<file path="src/psta_pkg.sv">
// Constants and types shared by the program space table access block
package psta_pkg;
    localparam int PSTA_WORD_W = 24;
    localparam int PSTA_DATA_W = 16;
    localparam int PSTA_PAGE_W = 8;
    localparam int PSTA_EA_W = 16;
    localparam int PSTA_ADDR_W = 24;
    localparam int PSTA_IDX_W = 23;
    localparam int PSTA_CFG_BIT = 7;
    localparam logic [23:0] PSTA_RESET_VECTOR = 24'h000000;
    localparam logic [23:0] PSTA_VECTOR_END = 24'h000200;
    localparam logic [23:0] PSTA_PC_STEP = 24'h000002;
    localparam logic [7:0] PSTA_PAGE_RESET = 8'h00;
    localparam logic [15:0] PSTA_DATA_ZERO = 16'h0000;
    localparam logic [7:0] PSTA_BYTE_ZERO = 8'h00;
    localparam logic [2:0] PSTA_BE_NONE = 3'h0;
    localparam logic [2:0] PSTA_BE_LOW_WORD = 3'h3;
    localparam logic [2:0] PSTA_BE_LOW_BYTE = 3'h1;
    localparam logic [2:0] PSTA_BE_MID_BYTE = 3'h2;
    localparam logic [2:0] PSTA_BE_HIGH_BYTE = 3'h4;

    typedef enum logic [1:0] {
        PSTA_RD_LOW,
        PSTA_RD_HIGH,
        PSTA_WR_LOW,
        PSTA_WR_HIGH
    } psta_op_t;
endpackage : psta_pkg

</file>
<file path="src/psta_lane_mux.sv">
// Read lane steering from a 24-bit program word onto the 16-bit data path
`timescale 1ns/1ps
module psta_lane_mux
    import psta_pkg::*;
(
    // Program word and access form
    input wire logic [PSTA_WORD_W-1:0] word,
    input wire logic high,
    input wire logic byte_mode,
    input wire logic byte_sel,
    // Steered data
    output logic [PSTA_DATA_W-1:0] data
);
    // Select word space and byte lane
    always_comb begin
        data = PSTA_DATA_ZERO;
        if (!high) begin
            if (!byte_mode) begin
                data = word[15:0];
            end else if (byte_sel) begin
                data = {PSTA_BYTE_ZERO, word[15:8]};
            end else begin
                data = {PSTA_BYTE_ZERO, word[7:0]};
            end
        end else begin
            if (!byte_mode) begin
                data = {PSTA_BYTE_ZERO, word[23:16]};
            end else if (byte_sel) begin
                data = PSTA_DATA_ZERO;
            end else begin
                data = {PSTA_BYTE_ZERO, word[23:16]};
            end
        end
    end
endmodule : psta_lane_mux

</file>
<file path="src/psta_table_access.sv">
// Program space table access: page register, table read/write steering, program counter
// How it works
// - Program location is 24 bits: lower 16-bit word plus upper word with empty top byte.
// - Lower and upper word share one address; the operation picks the word, address bit 0 the byte.
// - Program counter steps by two per 24-bit location, aligned to the lower word.
// - Addresses 0x000000 up to 0x0001FF are reserved for fixed execution vectors.
// - Read low, word form, returns program bits 15:0 as data bits 15:0.
// - Read low, byte form, returns upper byte if selector is 1, else lower.
// - Read high, word form, returns bits 23:16 low, phantom byte forced zero.
// - Read high, byte form, returns selected upper byte; phantom byte reads zero.
// - Only high operations read or write the upper 8 program bits.
// - Two 16-bit spaces share addresses: low ops lower word, high ops upper byte.
// - Every table operation has a byte form and a word form.
// - Write low targets the lower word, write high the upper byte.
// - Page register gives upper address; its bit 7 selects configuration space.
// - Lower word reads reach any program address directly, no data window.
`timescale 1ns/1ps
module psta_table_access
    import psta_pkg::*;
(
    // Clock and reset
    input wire logic mclk,
    input wire logic resetn,
    // Table operation request from the core
    input wire logic tbl_valid,
    input wire psta_op_t tbl_op,
    input wire logic tbl_byte,
    input wire logic [PSTA_EA_W-1:0] tbl_ea,
    input wire logic [PSTA_DATA_W-1:0] tbl_wdata,
    // Table page register access
    input wire logic page_we,
    input wire logic [PSTA_PAGE_W-1:0] page_wdata,
    output logic [PSTA_PAGE_W-1:0] table_page_register,
    // Read result to the core
    output logic rd_valid,
    output logic [PSTA_DATA_W-1:0] rd_data,
    // Program memory port
    output logic mem_re,
    output logic mem_we,
    output logic [PSTA_IDX_W-1:0] mem_addr,
    output logic mem_cfg,
    output logic [2:0] mem_wbe,
    output logic [PSTA_WORD_W-1:0] mem_wdata,
    input wire logic [PSTA_WORD_W-1:0] mem_rdata,
    // Table target falls inside the vector region
    output logic tbl_in_vectors,
    // Program counter
    input wire logic pc_step,
    input wire logic pc_load,
    input wire logic [PSTA_ADDR_W-1:0] pc_target,
    output logic [PSTA_ADDR_W-1:0] pc,
    output logic pc_in_vectors
);
    logic [PSTA_PAGE_W-1:0] next_page;
    logic [PSTA_ADDR_W-1:0] next_pc;
    logic next_pc_in_vectors;
    logic next_mem_re;
    logic next_mem_we;
    logic [PSTA_IDX_W-1:0] next_mem_addr;
    logic next_mem_cfg;
    logic [2:0] next_mem_wbe;
    logic [PSTA_WORD_W-1:0] next_mem_wdata;
    logic next_in_vectors;
    logic rd_high;
    logic rd_byte;
    logic rd_sel;
    logic next_rd_high;
    logic next_rd_byte;
    logic next_rd_sel;
    logic next_rd_valid;
    logic [PSTA_DATA_W-1:0] next_rd_data;
    logic [PSTA_DATA_W-1:0] lane_data;
    logic [PSTA_ADDR_W-1:0] tbl_addr;

    // True when a program address lies in the reserved vector area
    function automatic logic psta_in_vectors(input logic [PSTA_ADDR_W-1:0] addr);
        return addr < PSTA_VECTOR_END;
    endfunction : psta_in_vectors

    // Full program address from page and effective address
    assign tbl_addr = {table_page_register, tbl_ea};

    // Page register update
    always_comb begin
        next_page = table_page_register;
        if (page_we) begin
            next_page = page_wdata;
        end
    end

    // Program counter: load wins over step, always lower-word aligned
    always_comb begin
        next_pc = pc;
        if (pc_load) begin
            next_pc = {pc_target[PSTA_ADDR_W-1:1], 1'b0};
        end else if (pc_step) begin
            next_pc = pc + PSTA_PC_STEP;
        end
        next_pc_in_vectors = psta_in_vectors(next_pc);
    end

    // Request decode into the memory port stage
    always_comb begin
        next_mem_re = 1'b0;
        next_mem_we = 1'b0;
        next_mem_addr = mem_addr;
        next_mem_cfg = mem_cfg;
        next_mem_wbe = PSTA_BE_NONE;
        next_mem_wdata = mem_wdata;
        next_in_vectors = tbl_in_vectors;
        next_rd_high = rd_high;
        next_rd_byte = rd_byte;
        next_rd_sel = rd_sel;
        if (tbl_valid) begin
            // Both word spaces share one index; odd byte of EA is the lane
            next_mem_addr = tbl_addr[PSTA_ADDR_W-1:1];
            next_mem_cfg = table_page_register[PSTA_CFG_BIT];
            next_in_vectors = !table_page_register[PSTA_CFG_BIT] && psta_in_vectors(tbl_addr);
            next_rd_high = (tbl_op == PSTA_RD_HIGH);
            next_rd_byte = tbl_byte;
            next_rd_sel = tbl_ea[0];
            next_mem_wdata = {tbl_wdata[7:0], tbl_wdata};
            unique case (tbl_op)
                PSTA_RD_LOW, PSTA_RD_HIGH: begin
                    next_mem_re = 1'b1;
                end
                PSTA_WR_LOW: begin
                    // Lower word space only, upper byte untouched
                    next_mem_we = 1'b1;
                    if (!tbl_byte) begin
                        next_mem_wbe = PSTA_BE_LOW_WORD;
                    end else if (tbl_ea[0]) begin
                        next_mem_wbe = PSTA_BE_MID_BYTE;
                        next_mem_wdata = {tbl_wdata[7:0], tbl_wdata[7:0], tbl_wdata[7:0]};
                    end else begin
                        next_mem_wbe = PSTA_BE_LOW_BYTE;
                    end
                end
                PSTA_WR_HIGH: begin
                    // Phantom byte write stores nothing
                    next_mem_we = 1'b1;
                    if (!tbl_byte || !tbl_ea[0]) begin
                        next_mem_wbe = PSTA_BE_HIGH_BYTE;
                    end
                end
            endcase
        end
    end

    // Lane steering of the returned program word
    psta_lane_mux u_lane (
        .word(mem_rdata),
        .high(rd_high),
        .byte_mode(rd_byte),
        .byte_sel(rd_sel),
        .data(lane_data)
    );

    // Read result stage
    always_comb begin
        next_rd_valid = mem_re;
        next_rd_data = rd_data;
        if (mem_re) begin
            next_rd_data = lane_data;
        end
    end

    // Registers
    always_ff @(posedge mclk or negedge resetn) begin
        if (!resetn) begin
            table_page_register <= PSTA_PAGE_RESET;
            pc <= PSTA_RESET_VECTOR;
            mem_re <= 1'b0;
            mem_we <= 1'b0;
            mem_addr <= '0;
            mem_cfg <= 1'b0;
            mem_wbe <= PSTA_BE_NONE;
            mem_wdata <= '0;
            tbl_in_vectors <= 1'b0;
            rd_high <= 1'b0;
            rd_byte <= 1'b0;
            rd_sel <= 1'b0;
            rd_valid <= 1'b0;
            rd_data <= PSTA_DATA_ZERO;
            pc_in_vectors <= 1'b1;
        end else begin
            table_page_register <= next_page;
            pc <= next_pc;
            mem_re <= next_mem_re;
            mem_we <= next_mem_we;
            mem_addr <= next_mem_addr;
            mem_cfg <= next_mem_cfg;
            mem_wbe <= next_mem_wbe;
            mem_wdata <= next_mem_wdata;
            tbl_in_vectors <= next_in_vectors;
            rd_high <= next_rd_high;
            rd_byte <= next_rd_byte;
            rd_sel <= next_rd_sel;
            rd_valid <= next_rd_valid;
            rd_data <= next_rd_data;
            pc_in_vectors <= next_pc_in_vectors;
        end
    end
endmodule : psta_table_access

</file>
<file path="config.mk">
export PLATFORM = sky130hd
export DESIGN_NAME = psta_table_access
export DESIGN_NICKNAME = d
export VERILOG_FILES = /design/src/psta_pkg.sv /design/src/psta_lane_mux.sv /design/src/psta_table_access.sv
export SDC_FILE = /design/constraint.sdc
export NUM_CORES = 1
export LEC_CHECK = 0
export BUFFER_PORTS_ARGS = -buffer_cell sky130_fd_sc_hd__buf_2
export CORE_ASPECT_RATIO = 1.5
export CORE_MARGIN = 1.5
export CORE_UTILIZATION = 40
export CTS_CLUSTER_SIZE = 10
export DETAILED_ROUTE_END_ITERATION = 8
export GPL_ROUTABILITY_DRIVEN = 0
export PLACE_DENSITY = 0.8
export SYNTH_ARGS = -nofsm -noshare
export SYNTH_HDL_FRONTEND = slang
export SYNTH_SLANG_ARGS = --single-unit
</file>
<file path="constraint.sdc">
create_clock -name mclk -period 2.9 [get_ports mclk]
set_input_delay 0 -clock mclk [delete_from_list [all_inputs] [get_ports mclk]]
set_output_delay 0 -clock mclk [all_outputs]
set_load 0.005 [all_outputs]
</file>
==> out/qor.csv, run 1 <==
metric,value,unit
status,completed,
synth_cell_area,0.00438,mm^2
drt_iter0_drc,150,
chipHeight,131,um
power_frac_clock,33.6,%
fin_skew,0.00682,ns
swShare,28.2,%
cellInternalPower,0.00244,W
max_clock_freq,0.416,GHz
fillerInstances,840,
root_buffer,sky130_fd_sc_hd__clkbuf_16,
clock_tree.buffer_depth,2,
coreArea,0.0106,mm^2
worst-slew-pin-transition,0.894,ns
multi_input_comb_area,0.00175,mm^2
post_route_cells_drive_above_1_share,41.1,%
first_global_vias,4234,
placed_cells_incl_taps,710,
synthCells,395,
cts_max_level,3,
max_slew_margin_vs_limit,40.4,%
area.growth.synth_to_final,48.2,%
comb_power_share,18.8,%
diodes,0,
seqPwrFrac,47.6,%
ys_types,37,
switching_power,0.000958,W
synth-seq-cells,97,
detail_route.vias_per_cell,4.95,
synth.yosys.seq_area_share,55.5,%
worst-setup-path-type,reg2reg,
setup_violations,0,
placementRows,46,
leakage,3.12,nW
met2_wirelength_from_detailed_routing,6560,um
layout_common_cells,"197 x sky130_fd_sc_hd__buf_2, 96 x sky130_fd_sc_hd__dfrtp_1, 78 x sky130_fd_sc_hd__dlygate4sd3_1",
worstPathArrival,2.67,ns
cts.repair_timing.setup_buffer_count,0,
edff_count_synth,0,
detail_route.wirelength.met1,4600,um
cp_data_required_time,3.17,ns
hp-class,in2reg,
final_instance_count_without_filler_cells,804,
final.min_clock_period,2.40,ns
initial_utilization,41.4,%
tritoncts.num_buffers,9,
track_usage,21.6,%
crit_path_start_kind,flip-flop,
critPathCaptureType,flip-flop,
postSynth.asyncResetShare,100,%
power_per_cell_area,524,mW/mm^2
pin_count,201,
gr-total-overflow,0,
clkLatencyLatePin,0.34,ns
fin_nets,753,
design.die.area,0.0116,mm^2
synth.net_count,493,
yosys_warnings,0,
dr.pass1.iters,4,
detailedPlacementHpwl,8040,um
die-width,88.4,um
cts_num_sinks,97,
largest_fanout_of_any_net_on_the_critical_path,10,
cts_tree,built,
maxUsedRoutingLayer,met4,
routed_wirelength,12200,um
buffer_ports.inserted,198,
grt_max_degree,51,
wire_length_of_the_first_global_routing_pass,19800,um
wl_per_cell,15.2,um
antenna_found_initial,0,
timing_hold_violations_final,0,
maxCapViolCount,0,
dominant_synthesized_flop_cell,sky130_fd_sc_hd__dfrtp_1,
dr_total_vias,3979,
setup_tns,0,ns
synth.avg_cell_area,11.1,um^2
drc_errors,0,
clock_pin_slew_of_the_registers_on_the_worst_case_setup_and_hold_paths,0.07,ns
regArea,0.00243,mm^2
commonest_non_fill_non_tap_cell_in_the_layout,sky130_fd_sc_hd__buf_2,
post-route-period-util,82.9,%
detail-route-antenna-nets,0,
max-vdd-ir-drop,340,uV
rsz0062_at_grt,no,
timing.final.max_slew_violations,0,
wl_met3,674,um
==> Yosys cell counts, types with 2 or more instances <==
cell	number	share of area [%]
sky130_fd_sc_hd__nand4_1	5	0.71
sky130_fd_sc_hd__and3_1	2	0.29
sky130_fd_sc_hd__buf_1	3	0.26
sky130_fd_sc_hd__nand3_1	14	1.6
sky130_fd_sc_hd__nor3_1	5	0.57
sky130_fd_sc_hd__mux2_2	44	11
sky130_fd_sc_hd__nor2_1	19	1.6
sky130_fd_sc_hd__dfrtp_1	96	55
sky130_fd_sc_hd__o21ai_1	6	0.69
sky130_fd_sc_hd__nand4_4	2	0.97
sky130_fd_sc_hd__and4_4	2	0.51
sky130_fd_sc_hd__nand2_1	47	4.0
sky130_fd_sc_hd__mux2i_1	9	2.1
sky130_fd_sc_hd__nor4_1	7	1.0
sky130_fd_sc_hd__xor2_1	14	2.8
sky130_fd_sc_hd__xnor2_1	8	1.6
sky130_fd_sc_hd__a21oi_1	24	2.7
sky130_fd_sc_hd__o21ai_0	24	2.7
sky130_fd_sc_hd__or4_1	2	0.34
sky130_fd_sc_hd__inv_1	12	1.0
sky130_fd_sc_hd__buf_4	10	1.7
sky130_fd_sc_hd__a31oi_1	8	1.1
sky130_fd_sc_hd__nor4_4	2	0.97
sky130_fd_sc_hd__clkbuf_1	16	1.4
sky130_fd_sc_hd__nor2b_1	2	0.29
==> sequential cells by signal, indices dropped and copies added (netlist names), 3 cells and up <==
register and flops:
pc 23, mem_wbe 3, table_page_register 8, rd_data 16
mem_addr 23, mem_wdata 16
==> metrics by stage <==
step	worst slack [ns]	total power, W	util [%]	area (um^2)	hold slack [ns]
2_1_floorplan	0.685	0.00189	-	4380	-0.296
3_3_place_gp	0.538	0.00216	51.2	5420	0.0504
3_5_place_dp	0.504	0.00219	51.2	5420	0.0520
4_1_cts	0.480	0.00342	61.3	6490	0.00254
5_1_grt	0.400	0.00357	61.3	6490	0.0214
6_report	0.495	0.00340	61.3	6490	0.0148
==> routing by layer <==
| metal | global-route usage, % | vias to the layer above |
|---|---|---|
| met5 | 0 | - |
| met4 | 10.2 | 0 |
| met3 | 5.46 | 37 |
| met2 | 38.3 | 169 |
| met1 | 23.4 | 1890 |
| li1 | - | 1883 |
==> power by group through the flow <==
stage          sequential (W)  clock, W  combinational (W)
2_1_floorplan         0.00164         0           0.000259
3_3_place_gp          0.00163         0           0.000531
3_5_place_dp          0.00164         0           0.000548
4_1_cts               0.00162   0.00118           0.000632
5_1_grt               0.00164   0.00122           0.000701
6_report              0.00162   0.00114           0.000638
==> cell type report <==
cell class	instances	area share, %
Inverter	12	0.694
Clock buffer	9	3.47
Sequential cell	97	37.4
Clock inverter	7	1.00
Tap cell	144	2.78
Multi-Input combinational cell	256	26.9
Timing Repair Buffer	279	27.7
==> what timing repair did <==
action,in CTS,in global routing
hold buffers,78,0
gates resized for setup,0,0
endpoints found under the hold margin,130,0
==> critical path: stages (launching register included) <==
cell and delay, ns:
sky130_fd_sc_hd__dfrtp_1 0.48, sky130_fd_sc_hd__nand4_4 0.23, sky130_fd_sc_hd__nor4_4 0.47, sky130_fd_sc_hd__nand4_2 0.15, sky130_fd_sc_hd__xnor2_1 0.14, sky130_fd_sc_hd__mux2_2 0.26
sky130_fd_sc_hd__or4_1 0.43, sky130_fd_sc_hd__nor3_2 0.16
==> final timing paths <==
check,start,endpoint,slack (ns),cells past startpoint
worst min-delay path,mem_rdata[23],rd_data[7],0.01,3
worst max register to register,pc[3],pc_in_vectors,0.50,7
worst min register to register,mem_addr[19],mem_addr[19],0.50,1
min in group asynchronous,resetn,rd_data[4],0.22,2
worst max-delay path,pc[3],pc_in_vectors,0.50,7
max in group asynchronous,resetn,pc_in_vectors,1.70,3
==> cell families (layout without fill, tap and decap cells) <==
group | count (synthesis) | in the layout | share of synthesized area, %
compound gates | 62 | 62 | 7.31
xor+xnor | 22 | 22 | 4.40
fa+ha+maj | 1 | 1 | 0.286
buf+inv | 42 | 307 | 4.63
flops | 97 | 97 | 55.5
mux | 53 | 53 | 13.4
other cells | 1 | 1 | 0.0856
simple gates | 117 | 117 | 14.5
Note: power is estimated with default switching activity, not from simulation.
==> inputs of run 2 (changes only) <==
--- a/config.mk
+++ b/config.mk
@@ -12,7 +12,7 @@
 export CTS_CLUSTER_SIZE = 10
 export DETAILED_ROUTE_END_ITERATION = 8
 export GPL_ROUTABILITY_DRIVEN = 0
-export PLACE_DENSITY = 0.8
+export PLACE_DENSITY = 0.83
 export SYNTH_ARGS = -nofsm -noshare
 export SYNTH_HDL_FRONTEND = slang
 export SYNTH_SLANG_ARGS = --single-unit
==> constraint.sdc (replaced) <==
create_clock -name mclk -period 2.05 [get_ports mclk]
set_input_delay 0 -clock mclk [delete_from_list [all_inputs] [get_ports mclk]]
set_output_delay 0 -clock mclk [all_outputs]
set_load 0.005 [all_outputs]
==> out/qor.csv, run 2 (synthesis gave the netlist of run 1 again) <==
metric,value,unit,change
leakage,3.25,nW,+4.4%
power_frac_clock,33.0,%,-0.6 points
power_per_cell_area,726,mW/mm^2,+39%
regArea,0.00243,mm^2,unchanged
critPathBufInv,1,,+1
area.growth.synth_to_final,54.1,%,
cts_max_level,3,,unchanged
slowest_delay,0.54,ns,+0.06 ns
setup_violations,1,,+1
worst-setup-path-type,reg2reg,,
maxCapViolCount,0,,unchanged
gr-total-overflow,0,,unchanged
hp-class,in2reg,,
clock_tree.buffer_depth,2,,unchanged
wire_length_of_the_first_global_routing_pass,20800,um,+4.9%
placementRows,46,,unchanged
tritoncts.num_buffers,9,,unchanged
detailedPlacementHpwl,8550,um,+6.3%
root_buffer,sky130_fd_sc_hd__clkbuf_16,,
initial_utilization,41.4,%,unchanged
timing.final.max_slew_violations,0,,unchanged
final_instance_count_without_filler_cells,831,,+3.4%
critical_path.cell_chain,nand4_1 -> nor4_4 -> buf_4 -> nand2_1 -> xor2_1 -> o21ai_0 -> or4_4 -> nor3_2,,
cp_data_required_time,2.30,ns,-0.87 ns
worst-slew-pin-transition,0.690,ns,-0.204 ns
comb_power_share,20.9,%,+2.1 points
chipHeight,131,um,unchanged
dr.pass1.iters,6,,+2
switching_power,0.00139,W,+45%
max_slew_margin_vs_limit,54.0,%,+14 points
rsz0062_at_grt,yes,,
cts_num_sinks,97,,unchanged
wl_per_cell,15.8,um,+3.5%
clkLatencyLatePin,0.34,ns,about the same
critical_path.startpoint,pc[13],,
design.die.area,0.0116,mm^2,unchanged
post-route-period-util,108,%,+26 points
final.min_clock_period,2.22,ns,-0.182 ns
drc_errors,0,,unchanged
max-vdd-ir-drop,506,uV,+49%
die-width,88.4,um,unchanged
max_clock_freq,0.450,GHz,+8.2%
cellInternalPower,0.00352,W,+44%
grt_max_degree,61,,+20%
crit-reg2reg-launch,pc[13],,
routed_wirelength,13100,um,+7.0%
layout_top_registers,"mem_addr (23), pc (23)",,
cts_tree,built,,
detail-route-antenna-nets,0,,unchanged
fin_nets,780,,+3.6%
first_global_vias,4384,,+3.5%
status,finished with violations,,
worstHoldStart,mem_rdata[17],,
fin_ws,-0.173,ns,-0.668 ns
detail_route.vias_per_cell,5.06,,+2.2%
setup_tns,-0.173,ns,-0.173 ns
failing_checks,setup timing,,
drt_iter0_drc,202,,+35%
layout_common_cells,"197 x sky130_fd_sc_hd__buf_2, 96 x sky130_fd_sc_hd__dfrtp_1, 81 x sky130_fd_sc_hd__dlygate4sd3_1",,
track_usage,22.7,%,+1.1 points
multi_input_comb_area,0.00178,mm^2,+1.6%
pin_count,201,,unchanged
crit_path_start_kind,flip-flop,,
worstPathArrival,2.48,ns,-0.19 ns
fin_skew,0.00982,ns,+0.00300 ns
antenna_found_initial,0,,unchanged
fillerInstances,819,,-2.5%
critPathSlowestCell,sky130_fd_sc_hd__or4_4,,
buffer_ports.inserted,198,,unchanged
critPathCaptureType,flip-flop,,
clock_pin_slew_of_the_registers_on_the_worst_case_setup_and_hold_paths,0.07,ns,about the same
coreArea,0.0106,mm^2,unchanged
dr_total_vias,4202,,+5.6%
commonest_non_fill_non_tap_cell_in_the_layout,sky130_fd_sc_hd__buf_2,,
swShare,28.3,%,+0.091 points
placed_cells_incl_taps,730,,+2.8%
post_route_cells_drive_above_1_share,43.7,%,+2.6 points
seqPwrFrac,46.1,%,-1.5 points
total_power,0.00490,W,+44%
diodes,0,,unchanged
timing_hold_violations_final,0,,unchanged
largest_fanout_of_any_net_on_the_critical_path,3,,-7
critical_path.top_delay_family,simple AND/OR/NAND/NOR gates,,
## run 2: worst reg2reg max path, cell delays in order, from the launching register on
cell                      delay, ns
sky130_fd_sc_hd__dfrtp_1       0.37
sky130_fd_sc_hd__nand4_1       0.17
sky130_fd_sc_hd__nor4_4        0.39
sky130_fd_sc_hd__buf_4         0.18
sky130_fd_sc_hd__nand2_1       0.06
sky130_fd_sc_hd__xor2_1        0.15
sky130_fd_sc_hd__o21ai_0       0.16
sky130_fd_sc_hd__or4_4         0.54
sky130_fd_sc_hd__nor3_2        0.14
## run 2: through the flow
step                utilization, %  hold slack, ns  instance area [um^2]  setup WS, ns
global route                  63.7         0.00867                  6750        -0.264
detailed placement            52.9         0.00465                  5600        -0.205
global placement              52.9        -0.00623                  5600        -0.132
CTS                           63.4        0.000349                  6720        -0.111
floorplan                        -          -0.296                  4390        -0.157
finish                        63.7         0.00385                  6750        -0.173
## run 2: power by group through the flow
stage | logic [W] | registers [W] | clock network [W]
2_1_floorplan | 0.000369 | 0.00231 | 0
3_3_place_gp | 0.000844 | 0.00228 | 0
3_5_place_dp | 0.000880 | 0.00229 | 0
4_1_cts | 0.00101 | 0.00226 | 0.00165
5_1_grt | 0.00112 | 0.00229 | 0.00174
6_report | 0.00103 | 0.00226 | 0.00161
## run 2: final cells by class
type / instances / share of cell area (%)
clock buffer: 9 / 3.34
clock inverter: 7 / 0.927
inverter: 12 / 0.667
multi-input combinational: 256 / 26.3
sequential: 97 / 36.0
tap: 144 / 2.67
timing repair buffer: 306 / 30.1
## run 2: metal layers
| metal | global-route usage (%) | vias up | wire, um |
|---|---|---|---|
| met5 | 0 | - | 0 |
| met4 | 8.51 | 0 | 281 |
| met3 | 6.09 | 29 | 815 |
| met2 | 42.1 | 204 | 7260 |
| met1 | 23.5 | 2032 | 4740 |
| li1 | - | 1937 | - |
## run 2: worst paths after layout
path | end | slack [ns] | cells past startpoint
worst min register to register | mem_addr[17] | 0.51 | 1
worst max register to register | pc_in_vectors | -0.17 | 8
max in group asynchronous | mem_wdata[12] | 1.18 | 3
worst max-delay path | pc_in_vectors | -0.17 | 8
min in group asynchronous | rd_data[12] | 0.18 | 2
worst min-delay path | rd_data[1] | 0.004 | 3
## run 2: repair_timing
action | in CTS | in global routing
setup buffers | 1 | 3
gates resized for setup | 2 | 2
hold buffers | 81 | 0
setup endpoints to repair | 1 | 1
pin swaps | 4 | 4
hold endpoints to repair | 121 | 0
